--- src/cfg_port_regs.vh ---
// Constants for the configuration port front end
// Operation
// - Each logic_tile column holds 48 frames
// - Transfers move whole frames only
// - Parallel bus sampled only while chip enable low
// - Chip enable high ignores every clock edge (chip enable gates edges in parallel mode only; serial bits are still taken)
// - Serial bit captured on rising config_clock
// - Serial input pin is parallel_bit0
// - Master serial chain output lags 1.5 periods
// - Serial modes drive chain output downstream
// - Shared pin: chain output or wait handshake
// - Busy high at edge rejects bus data
// - Completion pin signals configuration finished
// - External low completion pin holds startup
// - Serial input released after configuration
// - Serial frames framed by start, stop bits
// - Clock driven by device only in master
// - Error pin pulled low on data error
`ifndef CFG_PORT_REGS_VH
`define CFG_PORT_REGS_VH

// Mode strap encodings and strap settle count
`define MODE_SLAVE_SERIAL  2'h0
`define MODE_MASTER_SERIAL 2'h1
`define MODE_PARALLEL      2'h2
`define MODE_SETTLE        2'h2

// Frame geometry
`define FRAMES_PER_COLUMN  8'h30
`define COLUMN_COUNT       8'h02
`define BYTES_PER_FRAME    2'h3
`define FRAME_LAST_BIT     5'h1f
`define BYTE_LAST_BIT      3'h7
`define STOP_BITS_LAST     2'h1

// Master clock divider: 16 cycles of 5 ns per half period
`define MASTER_HALF_NS     80
`define SYS_PERIOD_NS      5
`define MASTER_HALF_CYC    5'h10

// Buffer shape
`define FIFO_WIDTH         9
`define FIFO_DEPTH         4
`define FIFO_AW            2

`endif

--- src/cfg_fifo.v ---
// Small synchronous FIFO with valid and ready on both sides
module cfg_fifo #(
  parameter WIDTH = 9,
  parameter DEPTH = 4,
  parameter AW    = 2
) (
  input  wire             clk_sys_i,
  input  wire             reset_n_i,
  input  wire             in_valid_i,
  output wire             in_ready_o,
  input  wire [WIDTH-1:0] in_data_i,
  output wire             out_valid_o,
  input  wire             out_ready_i,
  output wire [WIDTH-1:0] out_data_o
);

  reg [WIDTH-1:0] mem [0:DEPTH-1];
  reg [AW-1:0]    wr_ptr;
  reg [AW-1:0]    rd_ptr;
  reg [AW:0]      count;

  wire do_push;
  wire do_pop;

  assign in_ready_o  = (count != DEPTH[AW:0]);
  assign out_valid_o = (count != {(AW+1){1'b0}});
  assign out_data_o  = mem[rd_ptr];
  assign do_push     = in_valid_i & in_ready_o;
  assign do_pop      = out_valid_o & out_ready_i;

  always @(posedge clk_sys_i) begin
    if (do_push) begin
      mem[wr_ptr] <= in_data_i;
    end
  end

  always @(posedge clk_sys_i or negedge reset_n_i) begin
    if (!reset_n_i) begin
      wr_ptr <= {AW{1'b0}};
      rd_ptr <= {AW{1'b0}};
      count  <= {(AW+1){1'b0}};
    end else begin
      if (do_push) begin
        wr_ptr <= wr_ptr + {{(AW-1){1'b0}}, 1'b1};
      end
      if (do_pop) begin
        rd_ptr <= rd_ptr + {{(AW-1){1'b0}}, 1'b1};
      end
      if (do_push & ~do_pop) begin
        count <= count + {{AW{1'b0}}, 1'b1};
      end else if (do_pop & ~do_push) begin
        count <= count - {{AW{1'b0}}, 1'b1};
      end
    end
  end

endmodule

--- src/fpga_config_port_frontend.v ---
// Configuration port front end: serial and parallel loading, chaining, completion
`include "cfg_port_regs.vh"

module fpga_config_port_frontend (
  input  wire       clk_sys_i,
  input  wire       reset_n_i,
  input  wire [1:0] mode_i,
  input  wire       config_clock_i,
  output reg        config_clock_o,
  output reg        config_clock_oe_o,
  input  wire       chip_enable_n_i,
  input  wire       serial_din_i,
  input  wire [7:1] parallel_data_i,
  output reg        dout_busy_o,
  input  wire       done_i,
  output reg        done_o,
  output reg        done_oe_o,
  output reg        error_n_o,
  output reg        error_n_oe_o,
  input  wire       hold_on_done_i,
  output reg        startup_release_o,
  output reg        din_user_en_o,
  output reg [7:0]  frame_data_o,
  output reg        frame_last_o,
  output reg        frame_valid_o,
  input  wire       frame_ready_i
);

  localparam ST_LOAD = 4'b0001;
  localparam ST_WAIT = 4'b0010;
  localparam ST_RUN  = 4'b0100;
  localparam ST_ERR  = 4'b1000;

  localparam SB_IDLE = 3'b001;
  localparam SB_DATA = 3'b010;
  localparam SB_STOP = 3'b100;

  ////////////////////////////////////////////////////////////////////////
  // Pin synchronisers
  reg       config_clock_s1;
  reg       config_clock_s2;
  reg       config_clock_d;
  reg       csn_s1;
  reg       csn_s2;
  reg       din_s1;
  reg       din_s2;
  reg [7:1] pdat_s1;
  reg [7:1] pdat_s2;
  reg       done_s1;
  reg       done_s2;
  reg [1:0] mode_s1;
  reg [1:0] mode_s2;
  reg       hold_s1;
  reg       hold_s2;

  always @(posedge clk_sys_i or negedge reset_n_i) begin
    if (!reset_n_i) begin
      config_clock_s1 <= 1'b0;
      config_clock_s2 <= 1'b0;
      config_clock_d  <= 1'b0;
      csn_s1  <= 1'b1;
      csn_s2  <= 1'b1;
      din_s1  <= 1'b1;
      din_s2  <= 1'b1;
      pdat_s1 <= 7'h00;
      pdat_s2 <= 7'h00;
      done_s1 <= 1'b0;
      done_s2 <= 1'b0;
      mode_s1 <= 2'h0;
      mode_s2 <= 2'h0;
      hold_s1 <= 1'b0;
      hold_s2 <= 1'b0;
    end else begin
      config_clock_s1 <= config_clock_i;
      config_clock_s2 <= config_clock_s1;
      config_clock_d  <= config_clock_s2;
      csn_s1  <= chip_enable_n_i;
      csn_s2  <= csn_s1;
      din_s1  <= serial_din_i;
      din_s2  <= din_s1;
      pdat_s1 <= parallel_data_i;
      pdat_s2 <= pdat_s1;
      done_s1 <= done_i;
      done_s2 <= done_s1;
      mode_s1 <= mode_i;
      mode_s2 <= mode_s1;
      hold_s1 <= hold_on_done_i;
      hold_s2 <= hold_s1;
    end
  end

  ////////////////////////////////////////////////////////////////////////
  // Mode strap, caught once both synchroniser stages hold it
  reg [1:0] mode;
  reg [1:0] mode_age;
  reg       mode_taken;

  always @(posedge clk_sys_i or negedge reset_n_i) begin
    if (!reset_n_i) begin
      mode       <= `MODE_SLAVE_SERIAL;
      mode_age   <= 2'h0;
      mode_taken <= 1'b0;
    end else if (!mode_taken) begin
      mode_age   <= mode_age + 2'h1;
      mode       <= mode_s2;
      mode_taken <= (mode_age == `MODE_SETTLE);
    end
  end

  wire is_master   = mode_taken & (mode == `MODE_MASTER_SERIAL);
  wire is_parallel = mode_taken & (mode == `MODE_PARALLEL);
  wire is_serial   = mode_taken & ~is_parallel;

  ////////////////////////////////////////////////////////////////////////
  // Clock source: divider in master mode, sampled pin otherwise
  reg [4:0] div_cnt;
  reg       master_rise;
  reg [3:0] state;

  wire loading = (state == ST_LOAD);

  always @(posedge clk_sys_i or negedge reset_n_i) begin
    if (!reset_n_i) begin
      div_cnt           <= 5'h00;
      config_clock_o    <= 1'b0;
      config_clock_oe_o <= 1'b0;
      master_rise       <= 1'b0;
    end else begin
      config_clock_oe_o <= is_master & loading;
      master_rise       <= 1'b0;
      if (is_master & loading) begin
        if (div_cnt == `MASTER_HALF_CYC - 5'h01) begin
          div_cnt        <= 5'h00;
          config_clock_o <= ~config_clock_o;
          master_rise    <= ~config_clock_o;
        end else begin
          div_cnt <= div_cnt + 5'h01;
        end
      end else begin
        div_cnt        <= 5'h00;
        config_clock_o <= 1'b0;
      end
    end
  end

  wire pin_rise  = config_clock_s2 & ~config_clock_d;
  wire clk_rise  = is_master ? master_rise : pin_rise;
  wire bit_edge  = is_serial & loading & clk_rise;
  // Chip enable gates every edge in parallel mode only
  wire par_edge  = is_parallel & loading & pin_rise & ~csn_s2;

  ////////////////////////////////////////////////////////////////////////
  // Buffer between the pins and the frame sink
  reg        push_valid;
  reg [8:0]  push_data;
  wire       fifo_in_ready;
  wire       fifo_out_valid;
  wire [8:0] fifo_out_data;
  wire       fifo_out_ready = ~frame_valid_o | frame_ready_i;

  cfg_fifo #(
    .WIDTH (`FIFO_WIDTH),
    .DEPTH (`FIFO_DEPTH),
    .AW    (`FIFO_AW)
  ) u_fifo (
    .clk_sys_i   (clk_sys_i),
    .reset_n_i   (reset_n_i),
    .in_valid_i  (push_valid),
    .in_ready_o  (fifo_in_ready),
    .in_data_i   (push_data),
    .out_valid_o (fifo_out_valid),
    .out_ready_i (fifo_out_ready),
    .out_data_o  (fifo_out_data)
  );

  always @(posedge clk_sys_i or negedge reset_n_i) begin
    if (!reset_n_i) begin
      frame_valid_o <= 1'b0;
      frame_data_o  <= 8'h00;
      frame_last_o  <= 1'b0;
    end else if (fifo_out_ready) begin
      frame_valid_o <= fifo_out_valid;
      frame_data_o  <= fifo_out_data[7:0];
      frame_last_o  <= fifo_out_data[8];
    end
  end

  ////////////////////////////////////////////////////////////////////////
  // Serial deframer and chain output
  reg [2:0] sb_state;
  reg [4:0] bit_cnt;
  reg [1:0] stop_cnt;
  reg [7:0] shift;
  reg       din_held;
  reg       dout_bit;
  reg       ser_err;

  always @(posedge clk_sys_i or negedge reset_n_i) begin
    if (!reset_n_i) begin
      sb_state <= SB_IDLE;
      bit_cnt  <= 5'h00;
      stop_cnt <= 2'h0;
      shift    <= 8'h00;
      din_held <= 1'b1;
      dout_bit <= 1'b1;
      ser_err  <= 1'b0;
    end else begin
      ser_err <= 1'b0;
      if (bit_edge) begin
        // Output updates one edge after capture, 1.5 periods after arrival
        din_held <= din_s2;
        dout_bit <= din_held;
        case (sb_state)
          SB_IDLE: begin
            if (!din_s2) begin
              sb_state <= SB_DATA;
              bit_cnt  <= 5'h00;
            end
          end
          SB_DATA: begin
            shift   <= {din_s2, shift[7:1]};
            bit_cnt <= bit_cnt + 5'h01;
            if (bit_cnt == `FRAME_LAST_BIT) begin
              sb_state <= SB_STOP;
              stop_cnt <= 2'h0;
            end
          end
          SB_STOP: begin
            if (!din_s2) begin
              ser_err <= 1'b1;
            end
            stop_cnt <= stop_cnt + 2'h1;
            if (stop_cnt == `STOP_BITS_LAST) begin
              sb_state <= SB_IDLE;
            end
          end
          default: begin
            sb_state <= SB_IDLE;
          end
        endcase
      end
    end
  end

  wire ser_byte_done = bit_edge & (sb_state == SB_DATA) & (bit_cnt[2:0] == `BYTE_LAST_BIT);

  ////////////////////////////////////////////////////////////////////////
  // Byte push, frame counting and sequencing
  reg [1:0] byte_cnt;
  reg [7:0] frame_cnt;
  reg [7:0] col_cnt;
  reg       busy;

  wire par_take  = par_edge & ~busy;
  wire take_last = ser_byte_done ? (bit_cnt == `FRAME_LAST_BIT) : (byte_cnt == `BYTES_PER_FRAME);
  wire take      = ser_byte_done | par_take;
  wire ovf_err   = ser_byte_done & ~fifo_in_ready;
  wire last_col  = (col_cnt == `COLUMN_COUNT - 8'h01);
  wire last_frm  = (frame_cnt == `FRAMES_PER_COLUMN - 8'h01);

  always @(posedge clk_sys_i or negedge reset_n_i) begin
    if (!reset_n_i) begin
      push_valid <= 1'b0;
      push_data  <= 9'h000;
      byte_cnt   <= 2'h0;
      frame_cnt  <= 8'h00;
      col_cnt    <= 8'h00;
      state      <= ST_LOAD;
    end else begin
      push_valid <= 1'b0;
      case (state)
        ST_LOAD: begin
          if (ser_err | ovf_err) begin
            state <= ST_ERR;
          end else if (take) begin
            push_valid <= 1'b1;
            // Parallel mode uses the serial pin as parallel_bit0
            push_data  <= {take_last, ser_byte_done ? {din_s2, shift[7:1]} : {pdat_s2, din_s2}};
            byte_cnt   <= take_last ? 2'h0 : byte_cnt + 2'h1;
            if (take_last) begin
              // Frames count only when complete
              if (last_frm) begin
                frame_cnt <= 8'h00;
                col_cnt   <= col_cnt + 8'h01;
                if (last_col) begin
                  state <= ST_WAIT;
                end
              end else begin
                frame_cnt <= frame_cnt + 8'h01;
              end
            end
          end
        end
        ST_WAIT: begin
          if (!hold_s2 | done_s2) begin
            state <= ST_RUN;
          end
        end
        ST_RUN: begin
          state <= ST_RUN;
        end
        ST_ERR: begin
          state <= ST_ERR;
        end
        default: begin
          state <= ST_ERR;
        end
      endcase
    end
  end

  ////////////////////////////////////////////////////////////////////////
  // Pin outputs
  always @(posedge clk_sys_i or negedge reset_n_i) begin
    if (!reset_n_i) begin
      busy              <= 1'b0;
      dout_busy_o       <= 1'b1;
      done_o            <= 1'b0;
      done_oe_o         <= 1'b1;
      error_n_o         <= 1'b0;
      error_n_oe_o      <= 1'b0;
      startup_release_o <= 1'b0;
      din_user_en_o     <= 1'b0;
    end else begin
      // Busy follows buffer space; the sink drains it, so it clears
      busy         <= is_parallel & loading & ~fifo_in_ready;
      dout_busy_o  <= is_parallel ? busy : dout_bit;
      done_o       <= 1'b0;
      done_oe_o    <= (state == ST_LOAD) | (state == ST_ERR);
      error_n_o    <= 1'b0;
      error_n_oe_o <= (state == ST_ERR);
      startup_release_o <= (state == ST_RUN);
      din_user_en_o     <= (state == ST_WAIT) | (state == ST_RUN);
    end
  end

endmodule

--- config.mk ---
export PLATFORM = sky130hd
export DESIGN_NAME = fpga_config_port_frontend
export DESIGN_NICKNAME = d
export VERILOG_FILES = /design/src/cfg_fifo.v /design/src/fpga_config_port_frontend.v
export VERILOG_INCLUDE_DIRS = /design/src
export SDC_FILE = /design/constraint.sdc
export NUM_CORES = 1
export LEC_CHECK = 0
export ABC_AREA = 1
export BUFFER_PORTS_ARGS = -buffer_cell sky130_fd_sc_hd__buf_2
export CAP_MARGIN = 20
export CORE_MARGIN = 3
export CORE_UTILIZATION = 60
export DETAILED_ROUTE_END_ITERATION = 10
export PLACE_DENSITY = 0.79
export SKIP_CTS_REPAIR_TIMING = 1
export SYNTH_ARGS = -nofsm -noshare
export SYNTH_HDL_FRONTEND = slang
export SYNTH_SLANG_ARGS = --single-unit
--- constraint.sdc ---
create_clock -name clk_sys_i -period 3.05 [get_ports clk_sys_i]
set_input_delay 0 -clock clk_sys_i [delete_from_list [all_inputs] [get_ports clk_sys_i]]
set_output_delay 0 -clock clk_sys_i [all_outputs]
set_load 0.02 [all_outputs]
==> impl_metrics.csv, run 1 <==
group,metric,value,unit
outcome,status,"complete, but fails checks",
outcome,violations,"hold timing",
floorplanning,start_util,62.9,%
sta,finClkSkew,0.00728,ns
logic_synthesis,yosys.area.top_type_share,42.6,%
sta,slew_violations,0,
pwr,power.leakage,3.21,nW
worst_setup_path,required,3.46,ns
flow_run,max-cap-violations,0,
worst_setup_path,crit_family,"adder cells",
floorplanning,fp.dieH,108,um
worst_setup_path,worstPathArrival,2.74,ns
floorplanning,die_area,11700,sq um
pwr,combPwrFrac,11.1,%
pwr,ir_drop,0.000449,V
detailed_routing,via_per_inst,5.38,
detailed_routing,dr_wl_met2,6.11,mm
sta,hold_slack,-0.0340,ns
pwr,p_switching,1.22,mW
floorplanning,io_pins,36,
logic_synthesis,ys_seq_area_share,63.9,%
clocking,cts_tree,"done",
pwr,internal_power,3.70,mW
global_routing,grt_max_degree,72,
worst_setup_path,crit_buf_inv,3,
worst_setup_path,reg2reg_setup_slack,0.71,ns
sta,post-route-min-period,2.34,ns
logic_synthesis,synthFlopType,"dfrtp_1",
logic_synthesis,yosysTopAreaCell,"dfrtp_1",
layout,drive_gt1_share,15.0,%
detailed_routing,postRouteAntennaNets,0,
global_routing,overflow,0,
hold_path,hold_path_class,"input pin to flop",
layout,layout.nets,685,
clocking,cts_htree_levels,4,
logic_synthesis,syn_inst,599,
logic_synthesis,syn_area_per_cell,10.5,sq um
sta,fin_crit_sh,76.6,%
detailed_routing,drt_pass1_iterations,5,
detailed_routing,drt_iter0_drc,294,
logic_synthesis,synth.area.top_cells,"dfrtp_1 43%, edfxtp_1 17%, nand2_1 6.0%",
logic_synthesis,synthTopCellsByCount,"107 x dfrtp_1, 101 x nand2_1, 83 x nor2_1",
place,dp_hpwl,7.78,mm
pwr,pwr_density_cell,674,nW/um^2
place,portBuffers,33,
clocking,clkTransAtPathRegs,0.06,ns
logic_synthesis,syn_area,6290,sq um
sta,setup-tns-final,0,ns
sta,setup_viol,0,
clocking,clockBufferDepth,2,
global_routing,grt_pass1_wl,19.7,mm
place,place.gp.congestion,0.840,
logic_synthesis,synth_edf_count,36,
detailed_routing,wl_met1,5.01,mm
floorplanning,die_w,108,um
logic_synthesis,yosysWarnings,0,
sta,tightest_slew,0.842,ns
worst_setup_path,path_max_fanout,6,
worst_setup_path,crit_chain,"nor3_1 -> inv_1 -> nand2_1 -> inv_1 -> ha_1 -> inv_1 -> fa_1 -> mux2_2",
worst_setup_path,slowest_delay,0.44,ns
logic_synthesis,ys_ff_latch,153,
detailed_routing,dr.max_layer_used,"met4",
worst_setup_path,cpMaxStageDelayCell,"dfrtp_1",
pwr,p_sw_share,24.8,%
worst_setup_path,critPathKind,"flop to flop",
worst_setup_path,cp-end-kind,"flop",
worst_setup_path,startpoint_type,"flop",
sta,slew_headroom,43.7,%
global_routing,grt_antenna_before_repair,0,
detailed_routing,routedWlPerCell,14.9,um
detailed_routing,route.met3.wl,566,um
pwr,p_clk_share,41.8,%
sta,max_freq,0.428,GHz
clocking,cts_buffers,17,
logic_synthesis,async_flop_share,76.5,%
detailed_routing,routed_wl,11.9,mm
sta,rsz0062_at_grt,"no",
detailed_routing,route.detailed.drc,0,
layout,num_antenna_cells,0,
floorplanning,num_rows,36,
clocking,cts_root_buf,"clkbuf_8",
pwr,p_seq_share,47.1,%
detailed_routing,via_count,4294,
logic_synthesis,synth_cell_types,43,
layout,area_growth,16.1,%
sta,hold_violations,1,
logic_synthesis,yosysMostFrequentCell,"dfrtp_1",
clocking,worstSkewPairLatency,0.52,ns
floorplanning,coreArea,10000,sq um
global_routing,first_global_vias,4277,
global_routing,grt_util_all_layers,22.0,%
worst_setup_path,critical-path-top-cell-by-count,"inv_1",
clocking,cts_sinks,153,
-- logic make-up after synthesis --
group           share of synthesized area (%)
xor+xnor                                 1.81
flops                                    63.9
simple gates                             17.6
compound gates                           7.24
fa+ha+maj                                3.30
other cells                            0.0596
buf+inv                                  5.37
mux                                     0.696
-- tightest hold or removal path: cells and delay by family --
kind / cells / cell delay (ns)
buffers and inverters: 3 / 0.32
AND/OR/NAND/NOR: 2 / 0.12
-- power groups by stage --
stage	logic [mW]	registers [mW]	clock network, mW
floorplan	0.350	2.35	0
global placement	0.507	2.35	0
detailed placement	0.535	2.36	0
CTS	0.539	2.32	2.10
global route	0.627	2.34	2.18
finish	0.546	2.32	2.06
-- routing by layer --
layer  track usage, %  vias to the layer above
met2             37.0                      120
met5                0                        -
met1             27.0                     2071
met4             9.65                        0
li1                 -                     2078
met3             5.73                       25
-- sequential cells by signal, summed over array words and instances (netlist names), 3 cells and up --
signal / count
u_fifo.mem: 36
push_data: 9
col_cnt: 8
frame_cnt: 8
frame_data_o: 8
pdat_s1: 7
pdat_s2: 7
shift: 7
bit_cnt: 5
div_cnt: 5
state: 4
sb_state: 3
u_fifo.count: 3
-- layout by cell type (no fill, tap or decap), drive strengths merged, types with 6 or more instances in the layout --
cell type / Yosys / layout
dfrtp: 107 / 107
nand2: 104 / 104
nor2: 87 / 87
inv: 64 / 64
o21ai: 54 / 54
edfxtp: 36 / 36
buf: 9 / 35
clkbuf: 8 / 25
nand3: 20 / 20
nand4: 17 / 17
ha: 15 / 15
dlygate4sd3: 0 / 15
nor3: 11 / 11
a31oi: 10 / 10
dfstp: 10 / 10
xor2: 8 / 8
a21oi: 8 / 8
or2: 6 / 6
-- metrics by stage --
step / util, % / total power, mW / worst slack (ns) / cell area [sq um] / cells
2_1_floorplan: - / 2.70 / 1.05 / 6290 / 600
3_3_place_gp: 65.6 / 2.86 / 0.865 / 6560 / 751
3_5_place_dp: 65.6 / 2.89 / 0.790 / 6560 / 751
4_1_cts: 71.5 / 4.95 / 0.713 / 7150 / 783
5_1_grt: 73.0 / 5.14 / 0.446 / 7300 / 798
6_report: 73.0 / 4.92 / 0.713 / 7300 / 798
-- path summary, 6_finish.rpt --
path | startpoint | end | cells past startpoint
max in group asynchronous | reset_n_i | din_held | 3
min | frame_ready_i | frame_valid_o | 5
max | u_fifo.count[0] | u_fifo.count[1] | 8
max reg2reg | u_fifo.count[0] | u_fifo.count[1] | 8
min in group asynchronous | reset_n_i | mode_age[0] | 2
min reg2reg | pdat_s1[6] | pdat_s2[6] | 0
-- area by class of cell --
cell class | count | area [sq um]
Sequential cell | 153 | 4020
Timing Repair Buffer | 50 | 345
Fill cell | 690 | 2700
Inverter | 65 | 244
Multi-Input combinational cell | 365 | 1930
Clock inverter | 7 | 87.6
Clock buffer | 25 | 505
Tap cell | 133 | 166
(Power assumes the default switching activity.)
==> run 2: changes to the inputs <==
clock period = 2.4 ns   (was 3.05 ns; I/O delays follow)
==> run 2 against run 1 <==
Net effect:
- hold slack improved by 0.021 ns
- sequential power increased by 25%
- the run still ends with hold timing left
- highest routed layer unchanged
- fmax increased by 8.0%
- clock skew about the same
- total power increased by 25%
- first-iteration DRC count decreased by 4.1%
- design area increased by 0.26%
- count of clock-buffer cells in the layout decreased by 5
- worst setup slack got worse by 0.48 ns
- utilization increased by 0.19 points
- critical endpoint is now push_data[1]
- register-to-register slack got worse by 0.48 ns
==> impl_metrics.csv, run 2 (same netlist as run 1, synthesis figures left out) <==
group,metric,value,unit
pwr,pwr_density_cell,837,nW/um^2
global_routing,grt_util_all_layers,21.2,%
clocking,cts_tree,"done",
worst_setup_path,cp-end-kind,"flop",
detailed_routing,drt_iter0_drc,282,
place,dp_cells,758,
worst_setup_path,path_max_fanout,18,
sta,tightest_slew,0.692,ns
clocking,clkTransAtPathRegs,0.06,ns
clocking,cts_htree_levels,4,
clocking,cts_buffers,17,
floorplanning,fp.dieH,108,um
clocking,clockBufferDepth,2,
global_routing,grt_max_degree,55,
sta,hold_violations,34,
clocking,cts_sinks,153,
detailed_routing,routedWlPerCell,14.0,um
layout,final_cell_mix,"107 x dfrtp_1, 100 x nand2_1, 83 x nor2_1",
place,dp_hpwl,7.55,mm
worst_setup_path,worstPathArrival,2.59,ns
sta,setup_viol,0,
floorplanning,io_pins,36,
layout,largest_reg_flops,36,
detailed_routing,drt_pass1_iterations,5,
detailed_routing,postRouteAntennaNets,0,
place,place.gp.congestion,0.884,
place,place_ws,0.183,ns
place,place_area,6610,sq um
flow_run,max-cap-violations,0,
clocking,worstSkewPairLatency,0.51,ns
layout,fin_cells,805,
worst_setup_path,worstReg2RegStart,"state[0]",
sta,slew_headroom,53.7,%
worst_setup_path,required,2.82,ns
global_routing,overflow,0,
detailed_routing,via_count,4244,
layout,layout.nets,692,
layout,num_antenna_cells,0,
floorplanning,num_rows,36,
layout,drive_gt1_share,15.9,%
worst_setup_path,slowest_delay,0.55,ns
outcome,violations,"hold timing",
sta,setup_ws,0.237,ns
layout,top_register,"u_fifo.mem",
sta,post-route-min-period,2.16,ns
layout,layout_commonest_cell,"dfrtp_1",
sta,finClkSkew,0.00688,ns
global_routing,grt_antenna_before_repair,0,
worst_setup_path,crit_chain,"nand2_1 -> nor2_1 -> nand2_1 -> nor2_4 -> nand3_4 -> nand2_2 -> inv_2 -> nor2_8 -> inv_2 -> o21ai_1",
sta,hold_slack,-0.0129,ns
clocking,cts_root_buf,"clkbuf_8",
global_routing,grt_pass1_wl,19.2,mm
layout,fin_area,7320,sq um
floorplanning,die_area,11700,sq um
sta,rsz0062_at_grt,"no",
worst_setup_path,startpoint,"state[0]",
sta,setup-tns-final,0,ns
sta,slew_violations,0,
detailed_routing,route.detailed.drc,0,
floorplanning,coreArea,10000,sq um
layout,area_growth,16.4,%
hold_path,hold_path_class,"input pin to async pin",
worst_setup_path,cpMaxStageDelayCell,"dfstp_2",
worst_setup_path,reg2reg_setup_slack,0.24,ns
global_routing,first_global_vias,4101,
place,portBuffers,33,
sta,max_freq,0.462,GHz
layout,top_regs,"u_fifo.mem: 36 flops, push_data: 9 flops",
worst_setup_path,startpoint_type,"flop",
pwr,power.leakage,3.21,nW
detailed_routing,via_per_inst,5.27,
detailed_routing,routed_wl,11.3,mm
floorplanning,start_util,62.9,%
worst_setup_path,critPathKind,"flop to flop",
pwr,ir_drop,0.000405,V
sta,fin_crit_sh,90.1,%
outcome,status,"complete, but fails checks",
floorplanning,die_w,108,um
[run 2: cell types whose count changed in the layout (fill, tap and decap cells not counted), moves of 2 or more]
cell / before / now
clkinvlp_4: 1 / 3
clkinv_4: 0 / 2
clkinv_1: 1 / 3
clkinv_2: 4 / 2
clkbuf_8: 5 / 1
buf_4: 2 / 9
[run 2: cell type report]
type / count / area, sq um
multi-input cells: 365 / 1940
clock buffers: 20 / 425
flip-flops and latches: 153 / 4020
well taps: 133 / 166
inverters: 65 / 244
fillers: 684 / 2680
repair buffers: 57 / 398
clock inverters: 12 / 126
[run 2: worst paths after layout]
path                                  to  cells after the start
max                         push_data[1]                     10
min                           div_cnt[1]                      2
max reg2reg                 push_data[1]                     10
min reg2reg                   pdat_s2[4]                      0
max in group asynchronous         din_s1                      3
min in group clk_sys_i     frame_valid_o                      6
[run 2: through the flow]
stage | utilization, % | hold WS [ns] | power (mW)
floorplan | - | -0.296 | 3.43
global placement | 66.1 | -0.0170 | 3.65
detailed placement | 66.1 | -0.00919 | 3.69
CTS | 71.6 | -0.561 | 6.16
global route | 73.2 | 0.0163 | 6.42
finish | 73.2 | -0.0129 | 6.13
[run 2: power by group]
part	leakage (nW)	internal, mW	total, mW	switching, mW
Clock	0.260	1.47	2.46	0.986
Combinational	1.24	0.282	0.766	0.484
Sequential	1.71	2.80	2.90	0.105
Total	3.21	4.55	6.13	1.57
[run 2: layer usage]
layer,up-vias,wire (um),part of all wire (%),GRT usage [%]
met1,2030,4960,44,28.0
met2,112,5580,50,34.2
li1,2089,-,-,-
met3,13,564,5.0,5.31
met4,0,163,1.4,7.84
met5,-,0,0,0
[run 2: worst max-delay path: cells and delay by family, from the launching register on]
kind                   cells  cell delay, ns
AO/OA/AOI/OAI              1            0.22
AND/OR/NAND/NOR            7            1.05
flip-flops                 1            0.55
buffers and inverters      2            0.24
==> run 3: changes to the inputs <==
ABC_CLOCK_PERIOD_IN_PS = 2600   (was not set)
CORE_MARGIN = 4   (was 3)
clock period = 2.6 ns   (was 2.4 ns; I/O delays follow)
==> run 3 against run 2 <==
Net effect:
- the run now ends clean
- largest power group is now clock
- critical path type unchanged
- clock skew increased by 0.0011 ns
- clock power up 13%
- sequential power is 7.6% lower
- fmax is 9.0% lower
- critical path depth decreased by 2
==> impl_metrics.csv, run 3 (same netlist as run 1, synthesis figures left out) <==
group,metric,value,unit
outcome,status,"complete, no violations",
detailed_routing,route.detailed.drc,0,
detailed_routing,drt_iter0_drc,331,
detailed_routing,postRouteAntennaNets,0,
floorplanning,io_pins,36,
global_routing,overflow,0,
layout,final_util,72.4,%
layout,top_regs,"u_fifo.mem: 36 flops, push_data: 9 flops",
clocking,clkTransAtPathRegs,0.07,ns
sta,post-route-min-period,2.38,ns
sta,tightest_slew,0.964,ns
worst_setup_path,critPathKind,"flop to flop",
global_routing,grt_max_degree,91,
layout,layout.nets,690,
pwr,pwr_density_cell,828,nW/um^2
sta,max_freq,0.421,GHz
clocking,cts_htree_levels,4,
sta,hold_slack,0.0287,ns
detailed_routing,via_per_inst,5.39,
clocking,cts_tree,"done",
clocking,worstSkewPairLatency,0.53,ns
detailed_routing,drt_pass1_iterations,5,
pwr,ir_drop,0.000499,V
worst_setup_path,path_max_fanout,6,
worst_setup_path,worstPathArrival,2.79,ns
layout,area_growth,18.3,%
clocking,cts_root_buf,"clkbuf_8",
worst_setup_path,required,3.02,ns
layout,layout_commonest_cell,"dfrtp_1",
global_routing,grt_pass1_wl,20.2,mm
flow_run,max-cap-violations,0,
sta,fin_crit_sh,91.4,%
layout,multi_input_area,1940,sq um
layout,largest_reg_flops,36,
floorplanning,die_area,12200,sq um
sta,slew_headroom,35.5,%
worst_setup_path,startpoint_type,"flop",
pwr,power.leakage,3.27,nW
global_routing,grt_util_all_layers,21.8,%
place,dp_hpwl,7.62,mm
floorplanning,fp.dieH,110,um
clocking,cts_sinks,153,
layout,final_cell_mix,"107 x dfrtp_1, 99 x nand2_1, 83 x nor2_1",
detailed_routing,via_count,4347,
sta,finClkSkew,0.00798,ns
floorplanning,coreArea,10300,sq um
layout,n_fill_cell,676,
clocking,clockBufferDepth,2,
pwr,total_power,6.16,mW
place,place.gp.congestion,0.823,
detailed_routing,routedWlPerCell,15.0,um
floorplanning,start_util,61.2,%
hold_path,hold_path_class,"input pin to async pin",
layout,num_antenna_cells,0,
sta,setup-tns-final,0,ns
sta,rsz0062_at_grt,"no",
sta,setup_viol,0,
sta,slew_violations,0,
floorplanning,die_w,110,um
floorplanning,num_rows,37,
worst_setup_path,ff2ff_path_depth,8,
detailed_routing,routed_wl,12.1,mm
worst_setup_path,cp-end-kind,"flop",
global_routing,first_global_vias,4244,
clocking,cts_buffers,17,
sta,hold_violations,0,
place,portBuffers,33,
layout,drive_gt1_share,16.1,%
global_routing,grt_antenna_before_repair,0,
layout,top_register,"u_fifo.mem",
layout,seqCellArea,4020,sq um
[run 3: worst max-delay path, stage by stage (launching register included)]
cell	delay (ns)
dfrtp_1	0.44
nor3_1	0.40
inv_1	0.12
nand2_1	0.21
inv_1	0.12
ha_1	0.19
inv_1	0.10
fa_1	0.43
mux2_2	0.27
[run 3: path summary, 6_finish.rpt]
kind | slack (ns) | to | from
max | 0.22 | u_fifo.count[1] | u_fifo.count[0]
min | 0.03 | din_s1 | reset_n_i
max reg2reg | 0.22 | u_fifo.count[1] | u_fifo.count[0]
min reg2reg | 0.34 | mode_s2[1] | mode_s1[1]
max in group asynchronous | 1.19 | mode_s1[1] | reset_n_i
min in group clk_sys_i | 0.11 | pdat_s1[7] | parallel_data_i[7]
[run 3: metal layers]
metal,track usage (%),part of all wire [%]
met1,27.6,43
met2,36.6,51
met3,5.82,3.8
met4,7.56,1.9
met5,0,0
[run 3: where the power goes]
part,internal [mW],switching (mW),leakage [nW]
Clock,1.78,1.00,0.327
Sequential,2.58,0.101,1.71
Combinational,0.252,0.449,1.23
[run 3: through the flow]
| step | setup slack [ns] | cells | cell area, sq um |
|---|---|---|---|
| floorplan | 0.603 | 600 | 6290 |
| global placement | 0.313 | 757 | 6590 |
| detailed placement | 0.239 | 757 | 6590 |
| CTS | 0.205 | 789 | 7260 |
| global route | 0.00334 | 806 | 7440 |
| finish | 0.222 | 806 | 7440 |
[run 3: area by class of cell]
cell class | instances | area share [%]
flip-flops and latches | 153 | 54.1
repair buffers | 55 | 5.21
multi-input cells | 365 | 26.1
clock buffers | 17 | 5.57
well taps | 136 | 2.29
clock inverters | 15 | 3.53
inverters | 65 | 3.28
